File: src/include/adrc_pkg.sv
package adrc_pkg;

  // Register byte offsets
  localparam logic [8:0] OFF_DRAM_CONTROL = 9'h100;
  localparam logic [8:0] OFF_BLOCK0_ADDR  = 9'h108;
  localparam logic [8:0] OFF_BLOCK0_MASK  = 9'h10C;
  localparam logic [8:0] OFF_BLOCK1_ADDR  = 9'h110;
  localparam logic [8:0] OFF_BLOCK1_MASK  = 9'h114;

  // Control register fields; the register sits in the upper halfword
  localparam int CTL_LANE_LSB     = 16;
  localparam int CTL_SYNC_MODE    = 15;
  localparam int CTL_NO_COL_MUX   = 13;
  localparam int CTL_STROBE_LSB   = 11;
  localparam int CTL_PRECH_LSB    = 9;
  localparam int CTL_INTERVAL_LSB = 0;
  localparam int INTERVAL_W       = 9;
  localparam logic [15:0] CTL_WRITE_MASK = 16'hBFFF;
  localparam logic [15:0] CTL_RESET      = 16'h0000;

  // Block address/control fields
  localparam int BLK_BASE_LSB   = 18;
  localparam int BLK_REFRESH_EN = 15;
  localparam int BLK_CAS_LSB    = 12;
  localparam int BLK_RP_LSB     = 10;
  localparam int BLK_RCD        = 8;
  localparam logic [31:0] BLK_RESET = 32'h0000_0000;
  // Mask register: valid bit
  localparam int MASK_VALID = 0;

  // Timing counts: field value plus a base, in clocks
  localparam logic [2:0] REF_STROBE_BASE = 3'h2;
  localparam logic [2:0] REF_PRECH_BASE  = 3'h1;
  localparam logic [2:0] CAS_BASE        = 3'h1;
  localparam logic [2:0] RP_BASE         = 3'h1;
  localparam logic [2:0] RCD_BASE        = 3'h1;
  localparam logic [2:0] REF_CAS_LEAD    = 3'h1;
  localparam int INTERVAL_SHIFT = 4;

  typedef enum {
    ST_IDLE, ST_ROW, ST_COL, ST_PRE, ST_RCAS, ST_RRAS, ST_RPRE
  } adrc_state_e;

  // DRAM-facing pins
  typedef struct packed {
    logic [1:0]  rasN;
    logic [3:0]  casN;
    logic        dramWriteFlagN;
    logic [31:0] addr;
  } adrc_pins_s;

  // Memory access request from the local bus
  typedef struct packed {
    logic        req;
    logic        write;
    logic [3:0]  byteEn;
    logic [31:0] addr;
  } adrc_req_s;

endpackage

File: src/rtl/adrc_refresh_timer.sv
`timescale 1ns/1ps
module adrc_refresh_timer
  import adrc_pkg::*;
#(
  parameter int IW = INTERVAL_W
) (
  input  wire logic          core_clk,
  input  wire logic          rst,
  input  wire logic          clkEn,
  input  wire logic [IW-1:0] intervalCount,
  input  wire logic          reload,
  output logic               refreshPending
);

  localparam int CW = IW + INTERVAL_SHIFT;

  logic [CW-1:0] count_ff;

  if (IW < 1 || IW > 16) begin : gBadWidth
    $error("adrc_refresh_timer: interval width out of range");
  end

  // Counts (count+1)*16 clocks, then waits at zero until the refresh is done
  always_ff @(posedge core_clk or posedge rst) begin
    if (rst) begin
      count_ff <= '1;
    end else if (clkEn) begin
      if (reload) begin
        count_ff <= {intervalCount, {INTERVAL_SHIFT{1'b1}}}; // RL6 RL18
      end else if (count_ff != '0) begin
        count_ff <= count_ff - CW'(1);
      end
    end
  end

  // Held until the controller reloads, so no request is lost
  assign refreshPending = (count_ff == '0); // RL6

endmodule

File: src/rtl/adrc_dram_ctrl.sv
// Notes on behaviour
// RL1: Control bit 15 selects DRAM mode; zero (asynchronous) after reset.
// RL2: Once synchronous, software cannot clear the mode; only reset does.
// RL3: Bit 13 low multiplexes column addresses; high drives them unmultiplexed.
// RL4: Refresh row strobe width from bits 12-11: 2 to 5 clocks.
// RL5: Precharge after refresh from bits 10-9: 1 to 4 clocks before access.
// RL6: Refresh requested every (count+1)*16 clocks, count in bits 8-0.
// RL7: Each block timed by its own registers; both blocks refresh together.
// RL8: Row and column strobes change only on falling clock edges.
// RL9: Controller terminates every DRAM access itself.
// RL10: Software must not make blocks overlap; no priority between hits. Here block 1 wins when both hit.
// RL11: Two row strobes, one per block; chip selects in synchronous mode. Here synchronous mode starts no access and holds both row strobes high.
// RL12: Four byte strobes, strobe 0 is most significant byte.
// RL13: Write signal asserted during write cycles, negated during reads.
// RL14: Registers at 0x100, 0x108, 0x10C, 0x110, 0x114 in both modes.
// RL15: External masters may reach these registers.
// RL16: Software writes zero to reserved control bit 14.
// RL17: A block is refreshed only when its refresh-enable bit 15 is set.
// RL18: Pending refresh waits for the access, runs first, reloads interval.
//
// The implementer's own choice: strobed register access.
`timescale 1ns/1ps
module adrc_dram_ctrl
  import adrc_pkg::*;
#(
  parameter int COL_SHIFT = 10
) (
  input  wire logic        core_clk,
  input  wire logic        rst,
  input  wire logic        clkEn,
  input  wire logic [8:0]  regAddr,
  input  wire logic [31:0] regWrData,
  input  wire logic        regWr,
  input  wire logic        regRd,
  output logic      [31:0] regRdData,
  input  wire adrc_req_s   memReq,
  output logic             memAck,
  output adrc_pins_s       dramPins,
  output logic             syncMode
);

  if (COL_SHIFT < 0 || COL_SHIFT > 31) begin : gBadShift
    $error("adrc_dram_ctrl: column shift out of range");
  end

  logic [15:0] dramControl_ff;
  logic [31:0] blockAddrCtrl_ff [2];
  logic [31:0] blockMask_ff [2];
  logic [31:0] regRdData_ff;
  adrc_state_e state_ff;
  adrc_state_e nxt_state;
  logic [2:0]  wait_ff;
  logic [2:0]  nxt_wait;
  adrc_req_s   acc_ff;
  logic        accBlock_ff;
  adrc_pins_s  pins_ff;
  adrc_pins_s  nxt_pins;
  logic [1:0]  blockHit;
  logic [1:0]  refreshEn;
  logic        anyRefreshEn;
  logic        refreshPending;
  logic        refreshDone;
  logic        accept;
  logic        hitBlock;
  logic [31:0] accCtl;

  // Address match against base and mask of one block
  function automatic logic hitTest(input logic [31:0] addr,
                                   input logic [31:0] ctl,
                                   input logic [31:0] mask);
    logic [31:BLK_BASE_LSB] diff;
    diff = (addr[31:BLK_BASE_LSB] ^ ctl[31:BLK_BASE_LSB]) & ~mask[31:BLK_BASE_LSB];
    hitTest = mask[MASK_VALID] && (diff == '0);
  endfunction

  // Two-bit field plus base gives a clock count
  function automatic logic [2:0] fieldLen(input logic [1:0] fld,
                                          input logic [2:0] base);
    fieldLen = {1'b0, fld} + base;
  endfunction

  // Register writes; every decode is origin blind so external masters reach them
  always_ff @(posedge core_clk or posedge rst) begin
    if (rst) begin
      dramControl_ff <= CTL_RESET; // RL1
    end else if (clkEn && regWr && regAddr == OFF_DRAM_CONTROL) begin // RL14 RL15
      dramControl_ff <= regWrData[CTL_LANE_LSB +: 16] & CTL_WRITE_MASK; // RL16
      // Mode bit only ever sets; leaving synchronous mode needs a reset
      dramControl_ff[CTL_SYNC_MODE] <= dramControl_ff[CTL_SYNC_MODE]
                                       | regWrData[CTL_LANE_LSB + CTL_SYNC_MODE]; // RL2
    end
  end

  // Per-block registers, one generate slice each
  for (genvar b = 0; b < 2; b++) begin : gBlock
    localparam logic [8:0] CTL_OFF  = b ? OFF_BLOCK1_ADDR : OFF_BLOCK0_ADDR;
    localparam logic [8:0] MASK_OFF = b ? OFF_BLOCK1_MASK : OFF_BLOCK0_MASK;

    always_ff @(posedge core_clk or posedge rst) begin
      if (rst) begin
        blockAddrCtrl_ff[b] <= BLK_RESET; // RL17
        blockMask_ff[b]     <= BLK_RESET;
      end else if (clkEn && regWr) begin
        if (regAddr == CTL_OFF) begin // RL14
          blockAddrCtrl_ff[b] <= regWrData;
        end
        if (regAddr == MASK_OFF) begin // RL14
          blockMask_ff[b] <= regWrData;
        end
      end
    end

    // Block 1 takes priority when both blocks hit; overlap is the programmer's problem
    assign blockHit[b]  = hitTest(memReq.addr, blockAddrCtrl_ff[b], blockMask_ff[b]); // RL10
    assign refreshEn[b] = blockAddrCtrl_ff[b][BLK_REFRESH_EN]; // RL17
  end

  // Read data one cycle after the strobe; unmapped offsets read zero
  always_ff @(posedge core_clk or posedge rst) begin
    if (rst) begin
      regRdData_ff <= 32'h0000_0000;
    end else if (clkEn) begin
      regRdData_ff <= 32'h0000_0000;
      if (regRd) begin
        case (regAddr)
          OFF_DRAM_CONTROL: regRdData_ff <= {dramControl_ff, 16'h0000}; // RL14
          OFF_BLOCK0_ADDR:  regRdData_ff <= blockAddrCtrl_ff[0];
          OFF_BLOCK0_MASK:  regRdData_ff <= blockMask_ff[0];
          OFF_BLOCK1_ADDR:  regRdData_ff <= blockAddrCtrl_ff[1];
          OFF_BLOCK1_MASK:  regRdData_ff <= blockMask_ff[1];
          default:          regRdData_ff <= 32'h0000_0000;
        endcase
      end
    end
  end

  assign regRdData = regRdData_ff;
  assign syncMode  = dramControl_ff[CTL_SYNC_MODE]; // RL1

  assign anyRefreshEn = |refreshEn;
  // Interval restarts after a refresh, and is held loaded while nothing wants one
  assign refreshDone = (state_ff == ST_RPRE && wait_ff == 3'h0) || !anyRefreshEn
                       || syncMode; // RL18

  adrc_refresh_timer #(
    .IW(INTERVAL_W)
  ) uTimer (
    .core_clk      (core_clk),
    .rst           (rst),
    .clkEn         (clkEn),
    .intervalCount (dramControl_ff[CTL_INTERVAL_LSB +: INTERVAL_W]),
    .reload        (refreshDone),
    .refreshPending(refreshPending)
  );

  // Start an access only when idle, asynchronous and no refresh is waiting
  assign hitBlock = blockHit[1];
  assign accept   = (state_ff == ST_IDLE) && !syncMode && memReq.req
                    && (|blockHit) && !refreshPending; // RL18
  assign accCtl   = blockAddrCtrl_ff[accBlock_ff]; // RL7

  // Access capture; the requester holds its request until acknowledged
  always_ff @(posedge core_clk or posedge rst) begin
    if (rst) begin
      acc_ff      <= '0;
      accBlock_ff <= 1'b0;
    end else if (clkEn && accept) begin
      acc_ff      <= memReq;
      accBlock_ff <= hitBlock;
    end
  end

  // Sequencer: next state and phase length
  always_comb begin
    nxt_state = state_ff;
    nxt_wait  = (wait_ff == 3'h0) ? 3'h0 : wait_ff - 3'h1;
    case (state_ff)
      ST_IDLE: begin
        if (!syncMode && anyRefreshEn && refreshPending) begin // RL18 RL17
          nxt_state = ST_RCAS;
          nxt_wait  = REF_CAS_LEAD - 3'h1;
        end else if (accept) begin
          nxt_state = ST_ROW;
          nxt_wait  = (hitTest(memReq.addr, blockAddrCtrl_ff[1], blockMask_ff[1])
                       ? {2'b00, blockAddrCtrl_ff[1][BLK_RCD]}
                       : {2'b00, blockAddrCtrl_ff[0][BLK_RCD]}) + RCD_BASE - 3'h1; // RL7
        end
      end
      ST_ROW: begin
        if (wait_ff == 3'h0) begin
          nxt_state = ST_COL;
          nxt_wait  = fieldLen(accCtl[BLK_CAS_LSB +: 2], CAS_BASE) - 3'h1; // RL7
        end
      end
      ST_COL: begin
        if (wait_ff == 3'h0) begin
          nxt_state = ST_PRE;
          nxt_wait  = fieldLen(accCtl[BLK_RP_LSB +: 2], RP_BASE) - 3'h1;
        end
      end
      ST_PRE: begin
        if (wait_ff == 3'h0) begin
          nxt_state = ST_IDLE;
        end
      end
      ST_RCAS: begin
        if (wait_ff == 3'h0) begin
          nxt_state = ST_RRAS;
          nxt_wait  = fieldLen(dramControl_ff[CTL_STROBE_LSB +: 2],
                               REF_STROBE_BASE) - 3'h1; // RL4
        end
      end
      ST_RRAS: begin
        if (wait_ff == 3'h0) begin
          nxt_state = ST_RPRE;
          nxt_wait  = fieldLen(dramControl_ff[CTL_PRECH_LSB +: 2],
                               REF_PRECH_BASE) - 3'h1; // RL5
        end
      end
      ST_RPRE: begin
        if (wait_ff == 3'h0) begin
          nxt_state = ST_IDLE; // RL5
        end
      end
      default: begin
        nxt_state = ST_IDLE;
        nxt_wait  = 3'h0;
      end
    endcase
  end

  // Sequencer state
  always_ff @(posedge core_clk or posedge rst) begin
    if (rst) begin
      state_ff <= ST_IDLE;
      wait_ff  <= 3'h0;
    end else if (clkEn) begin
      state_ff <= nxt_state;
      wait_ff  <= nxt_wait;
    end
  end

  // Termination comes from here, never from an outside acknowledge
  assign memAck = (state_ff == ST_COL) && (wait_ff == 3'h0); // RL9

  // Pin values for the current phase
  always_comb begin
    nxt_pins      = '0;
    nxt_pins.rasN = 2'b11;
    nxt_pins.casN = 4'hF;
    nxt_pins.dramWriteFlagN = 1'b1;
    nxt_pins.addr = acc_ff.addr;
    case (state_ff)
      ST_ROW: begin
        nxt_pins.rasN[accBlock_ff] = 1'b0; // RL11
        nxt_pins.dramWriteFlagN    = !acc_ff.write; // RL13
      end
      ST_COL: begin
        nxt_pins.rasN[accBlock_ff] = 1'b0; // RL11
        // Lane 0 is the most significant byte
        nxt_pins.casN              = ~acc_ff.byteEn; // RL12
        nxt_pins.dramWriteFlagN    = !acc_ff.write; // RL13
        // Without the shift, external logic has to do the column muxing
        if (!dramControl_ff[CTL_NO_COL_MUX]) begin
          nxt_pins.addr = acc_ff.addr >> COL_SHIFT; // RL3
        end
      end
      ST_RCAS: begin
        nxt_pins.casN = 4'h0;
      end
      ST_RRAS: begin
        nxt_pins.casN = 4'h0;
        nxt_pins.rasN = ~refreshEn; // RL4 RL7 RL17
      end
      default: begin
        nxt_pins.rasN = 2'b11;
      end
    endcase
  end

  // Strobes leave on the falling edge, half a clock after the phase change
  always_ff @(negedge core_clk or posedge rst) begin
    if (rst) begin
      pins_ff      <= '0;
      pins_ff.rasN <= 2'b11;
      pins_ff.casN <= 4'hF;
      pins_ff.dramWriteFlagN <= 1'b1;
    end else if (clkEn) begin
      pins_ff <= nxt_pins; // RL8
    end
  end

  assign dramPins = pins_ff;

endmodule

File: config.mk
export PLATFORM = sky130hd
export DESIGN_NAME = adrc_dram_ctrl
export DESIGN_NICKNAME = d
export VERILOG_FILES = /design/src/include/adrc_pkg.sv /design/src/rtl/adrc_refresh_timer.sv /design/src/rtl/adrc_dram_ctrl.sv
export SDC_FILE = /design/constraint.sdc
export NUM_CORES = 1
export LEC_CHECK = 0
export ABC_AREA = 1
export BUFFER_PORTS_ARGS = -buffer_cell sky130_fd_sc_hd__buf_2
export CAP_MARGIN = 20
export CELL_PAD_IN_SITES_DETAIL_PLACEMENT = 1
export CELL_PAD_IN_SITES_GLOBAL_PLACEMENT = 2
export CORE_MARGIN = 2
export CORE_UTILIZATION = 38
export CTS_BUF_LIST = sky130_fd_sc_hd__clkbuf_8
export DETAILED_ROUTE_END_ITERATION = 16
export GPL_TIMING_DRIVEN = 0
export PLACE_DENSITY_LB_ADDON = 0.1
export SYNTH_ARGS = -nofsm -noshare
export SYNTH_HDL_FRONTEND = slang
export SYNTH_HIERARCHICAL = 1
export SYNTH_SLANG_ARGS = --single-unit
File: constraint.sdc
create_clock -name core_clk -period 12.5 [get_ports core_clk]
set_input_delay 1.25 -clock core_clk [delete_from_list [all_inputs] [get_ports core_clk]]
set_output_delay 1.25 -clock core_clk [all_outputs]
set_load 0.01 [all_outputs]
==> results.txt, run 1 <==
CTS tree: done
routability cong.: 0.842
Clk pin slew, worst setup/hold paths: 0.04 ns
cts hold-fix bufs: 0
die area: 0.0348 mm²
CP Capture Type: output port
Netlist Area Pre-Place: 0.0127 mm²
non-filler cells, final: 2290
RSZ-0062 raised after global routing: false
power per cell area: 129 mW/mm²
port bufs: 156
slowest stage delay, CP: 0.54 ns
FFs w/ async S/R, synth: 1.00
cell taking the most area after synthesis: dfrtp_1
synth top area cells: dfrtp_1 43%, nand2_1 15%, o21ai_0 10%
# resized after CTS: 0
Top delay family on crit path: flip-flops
worst-case clock buffer depth: 3
Leak: 7.75 nW
Setup TNS Final: 0 ns
CP max FO: 2
crit path launch type: register
DR vias: 11800
post-route DRC violation count: 0
sequential cell area: 0.00681 mm²
vias in the first global route: 12500
initial core utilization: 0.387
Top Ports: 157
Warnings, synthesis: 6
total of max-cap violations: 0
Relative slew margins: 0.313
H-tree levels: 2
Hold Path Class: register to register
largest net degree at the start of global routing: 41
Synthesized Nets: 1671
share of the synthesized area in the top cell type: 0.433
clk root buf: clkbuf_8
commonest non-fill, non-tap cell in the layout: nand2_1
Area growth, synth to finish: 21.0%
Syn Inst Count: 1584
Inserted Clock Buffers: 50
metal2 WL: 21500 µm
layout cells sized above 1: 0.181
Die Height: 187 µm
initial drt markers: 598
Avg Synthesized Cell Area: 7.99 µm²
placed instance count: 2191
Congestion Overflow GR: 0
clk_skew: 0.0448 ns
Row Count: 66
Yosys reg bits: 271
routed wl met3: 2180 µm
routed length per placed instance: 20.0 µm
Layout Nets: 1894
First-pass DRT Iterations: 5
worst-skew pair later-pin latency: 0.57 ns
DR top layer: met4
Die X: 187 µm
Top FF cell, synth: dfrtp_1
first-pass GRT wire length: 72200 µm
Worst Path Buf+Inv: 1
CP arrival: 7.50 ns
Netlist cell types: 45
vias per std cell: 5.16
initial antenna violation count: 0
Setup-failing EPs final: 0
required time worst endpoint: 11.25 ns
total power: 1.97 mW
Final ANT Viol Nets: 0
Pins Over Slew Limit: 0
n_diodes: 0
post-DP HPWL: 33300 µm
post-synthesis sequential area ratio: 0.538
VDD IR max: 0.0000779 V
Crit Path Class: register to output port
final hold vios: 0
area of the multi-input gates: 0.00490 mm²
drt total wl: 45800 µm
Fillers: 4095
total clock sinks: 271
EDFF count, synth: 0
postcts setup bufs: 0
slowest CP cell: dfstp_2
reg-to-reg slack, setup: 4.06 ns
GRT Util Overall: 0.267
Slew @ Worst Pin: 1.03 ns
CORE AREA: 0.0327 mm²
ordered list of cells on the worst path: buf_2
M1 wire length: 21200 µm
most frequent cells in the layout: 502 x nand2_1, 255 x o21ai_0, 219 x dfrtp_1, 174 x buf_2, 164 x inv_1
status: finished, final reports clean
## where the power goes
group / switching, mW / internal (mW) / total (mW)
clock: 0.403 / 0.562 / 0.965
combinational: 0.0779 / 0.0314 / 0.109
sequential: 0.00834 / 0.890 / 0.899
## registers in the layout, summed over array words and instances (netlist names), 3 cells and up
signal and count:
blockMask_ff 64, blockAddrCtrl_ff 64, acc_ff 37, dramPins 39
regRdData 32, state_ff 3, uTimer/count_ff 13, dramControl_ff 15
wait_ff 3
## worst min-delay path, cell delays in order (launching register included)
cell and delay, ns:
dfrtn_1 0.40, nand2_1 0.05, o21ai_0 0.06
## routing by layer
metal,GRT usage,vias to the layer above
li1,-,5592
met1,0.364,5876
met2,0.451,290
met3,0.0410,63
met4,0.0620,0
met5,0,-
## cell families after synthesis
family / share of synthesized area
AO/OA/AOI/OAI: 0.146
XOR/XNOR: 0.00138
adder cells (fa/ha/maj): 0.00297
buffers and inverters: 0.0754
flip-flops: 0.538
AND/OR/NAND/NOR: 0.237
## final cells by class
class | instances | area share
flip-flops and latches | 271 | 0.444
repair buffers | 165 | 0.0609
clock inverters | 30 | 0.0135
inverters | 159 | 0.0392
well taps | 442 | 0.0361
plain buffers | 74 | 0.0231
multi-input cells | 1079 | 0.320
clock buffers | 70 | 0.0629
## cells in the mapped netlist (2+ instances only)
| master | instances |
|---|---|
| buf_1 | 2 |
| a31oi_1 | 2 |
| o21ai_2 | 4 |
| inv_1 | 151 |
| a211oi_1 | 7 |
| nor2_2 | 4 |
| nor3_1 | 4 |
| buf_2 | 17 |
| nand2_1 | 502 |
| o221ai_1 | 3 |
| o22ai_1 | 12 |
| or2_2 | 4 |
| xor2_1 | 2 |
| nand4_1 | 5 |
| a21oi_1 | 22 |
| buf_6 | 5 |
| nor4_1 | 2 |
| inv_2 | 8 |
| nand3_1 | 96 |
| dfstp_2 | 20 |
| o31ai_1 | 3 |
| a221oi_1 | 6 |
| buf_4 | 4 |
| dfrtn_1 | 32 |
| o21ai_0 | 255 |
| a22oi_1 | 2 |
| dfrtp_1 | 219 |
| nand2_2 | 6 |
| clkbuf_2 | 2 |
| a22o_1 | 4 |
| nand3_2 | 6 |
| nor2_1 | 96 |
| o21ai_1 | 20 |
| ha_1 | 3 |
| clkbuf_1 | 44 |
## per-stage QoR
step / util / instance area, µm² / worst slack, ns / hold WS, ns
after floorplan: - / 12700 / 1.75 / 0.437
after global placement: 0.428 / 14000 / -0.0820 / 0.422
after detailed placement: 0.433 / 14200 / 3.45 / 0.429
after CTS: 0.468 / 15300 / 3.73 / 0.431
after global routing: 0.468 / 15300 / 3.70 / 0.461
final: 0.468 / 15300 / 3.75 / 0.426
## final timing paths
kind / from / end / depth (start not counted)
setup / recovery: dramPins[32] / dramPins[32] / 1
hold / removal: dramPins[6] / dramPins[6] / 2
setup reg to reg: state_ff[2] / dramPins[14] / 6
hold reg to reg: dramPins[6] / dramPins[6] / 2
max in group asynchronous: rst / dramPins[33] / 5
min in group asynchronous: rst / blockMask_ff[54] / 2
(Power assumes the default switching activity.)
==> inputs of run 2 (changes only) <==
--- a/config.mk
+++ b/config.mk
@@ -11,7 +11,7 @@
 export CELL_PAD_IN_SITES_DETAIL_PLACEMENT = 1
 export CELL_PAD_IN_SITES_GLOBAL_PLACEMENT = 2
 export CORE_MARGIN = 2
-export CORE_UTILIZATION = 38
+export CORE_UTILIZATION = 32
 export CTS_BUF_LIST = sky130_fd_sc_hd__clkbuf_8
 export DETAILED_ROUTE_END_ITERATION = 16
 export GPL_TIMING_DRIVEN = 0
==> constraint.sdc (replaced) <==
create_clock -name core_clk -period 7.2 [get_ports core_clk]
set_input_delay 0.72 -clock core_clk [delete_from_list [all_inputs] [get_ports core_clk]]
set_output_delay 0.72 -clock core_clk [all_outputs]
set_load 0.01 [all_outputs]
==> results.txt, run 2 (same netlist as run 1, synthesis figures left out) <==
initial antenna violation count: 1
internal power: 2.50 mW
worst-case clock buffer depth: 3
R2R cell count: 8
slowest stage delay, CP: 0.47 ns
Final ANT Viol Nets: 0
CP arrival: 2.63 ns
sequential share of power: 0.464
port bufs: 156
routed length per placed instance: 20.4 µm
layout cells sized above 1: 0.175
Setup-failing EPs final: 0
Die Height: 203 µm
Clk pin slew, worst setup/hold paths: 0.06 ns
Crit. Startpoint: state_ff[0]
Core Util, Final: 0.396
final worst slack: 1.38 ns
CTS tree: done
initial drt markers: 531
RR Startpoint: state_ff[0]
H-tree levels: 2
largest net degree at the start of global routing: 40
Levels on crit path: 8
RSZ-0062 raised after global routing: false
DR vias: 11800
Final Instance Area: 0.0154 mm²
total of max-cap violations: 0
final hold vios: 0
Area growth, synth to finish: 21.3%
Reg2Reg Capture Point: dramPins[2]
# resized after CTS: 0
n_diodes: 0
vias in the first global route: 12400
Slew @ Worst Pin: 1.11 ns
Gate power share: 0.057
sw frac: 0.258
Fillers: 4760
Leak: 7.78 nW
Setup TNS Final: 0 ns
clk_skew: 0.0631 ns
DP Worst Slack: 1.35 ns
clk root buf: clkbuf_8
VDD IR max: 0.000115 V
Row Count: 72
die area: 0.0412 mm²
GRT Util Overall: 0.239
most frequent cells in the layout: 502 x nand2_1, 255 x o21ai_0, 219 x dfrtp_1, 180 x inv_1, 174 x buf_2
worst-skew pair later-pin latency: 0.64 ns
status: finished, final reports clean
Worst Path Buf+Inv: 4
CP max FO: 10
cts hold-fix bufs: 0
post-DP HPWL: 35100 µm
reg-to-reg slack, setup: 1.38 ns
Hold Path Class: input pin to async pin
Top Ports: 157
Crit Path Class: register to register
Top delay family on crit path: simple AND/OR/NAND/NOR gates
Die X: 203 µm
crit path launch type: register
ordered list of cells on the worst path: clkbuf_2 -> inv_1 -> nand3_1 -> nor2_1 -> inv_1 -> buf_2 -> nor2_1 -> o21ai_0
Layout Nets: 1897
Pins Over Slew Limit: 0
vias per std cell: 4.97
CORE AREA: 0.0388 mm²
CP Capture Type: register
required time worst endpoint: 4.01 ns
placed instance count: 2267
postcts setup bufs: 0
Inserted Clock Buffers: 52
Congestion Overflow GR: 0
commonest non-fill, non-tap cell in the layout: nand2_1
post-route DRC violation count: 0
placed cell areas: 0.0142 mm²
power per cell area: 219 mW/mm²
P_sw: 867 µW
total clock sinks: 271
first-pass GRT wire length: 74600 µm
drt total wl: 48300 µm
routability cong.: 0.819
Relative slew margins: 0.262
initial core utilization: 0.326
slowest CP cell: nor2_1
First-pass DRT Iterations: 4
non-filler cells, final: 2371
Clock power frac: 0.479
-- run 2: changes by cell type in the layout (fill, tap and decap cells not counted), sizes merged --
cell / delta
clkinv: -6
bufinv: +3
inv: +16
clkbuf: -8
-- run 2: final cells by class --
class	instances	area [µm²]	share of cell area
Inverter	159	601	0.0391
Buffer	74	354	0.0231
Multi-Input combinational cell	1079	4900	0.319
Timing Repair Buffer	166	941	0.0613
Clock inverter	43	268	0.0174
Sequential cell	271	6810	0.443
Clock buffer	61	840	0.0547
Tap cell	518	648	0.0422
-- run 2: power groups by stage --
stage          sequential (mW)  clock [mW]  combinational [mW]
4_1_cts                   1.56        1.65               0.197
5_1_grt                   1.56        1.73               0.218
3_3_place_gp              1.59     0.00687               0.184
2_1_floorplan             1.58     0.00687               0.101
6_report                  1.56        1.61               0.192
3_5_place_dp              1.59     0.00687               0.196
-- run 2: stage by stage --
| step | power, mW | hold slack (ns) |
|---|---|---|
| 2_1_floorplan | 1.69 | 0.437 |
| 3_3_place_gp | 1.78 | 0.427 |
| 3_5_place_dp | 1.79 | 0.429 |
| 4_1_cts | 3.41 | 0.232 |
| 5_1_grt | 3.51 | 0.285 |
| 6_report | 3.37 | 0.252 |
-- run 2: how the worst max path moves through the flow --
stage                   end
6_report        dramPins[2]
5_1_grt         dramPins[2]
4_1_cts         dramPins[2]
3_5_place_dp   dramPins[36]
3_3_place_gp    dramPins[2]
2_1_floorplan   dramPins[0]
-- run 2: routing by layer --
metal	wire length, µm	track usage
met5	0	0
met4	767	0.0600
met3	1850	0.0303
met2	22700	0.396
met1	22900	0.332
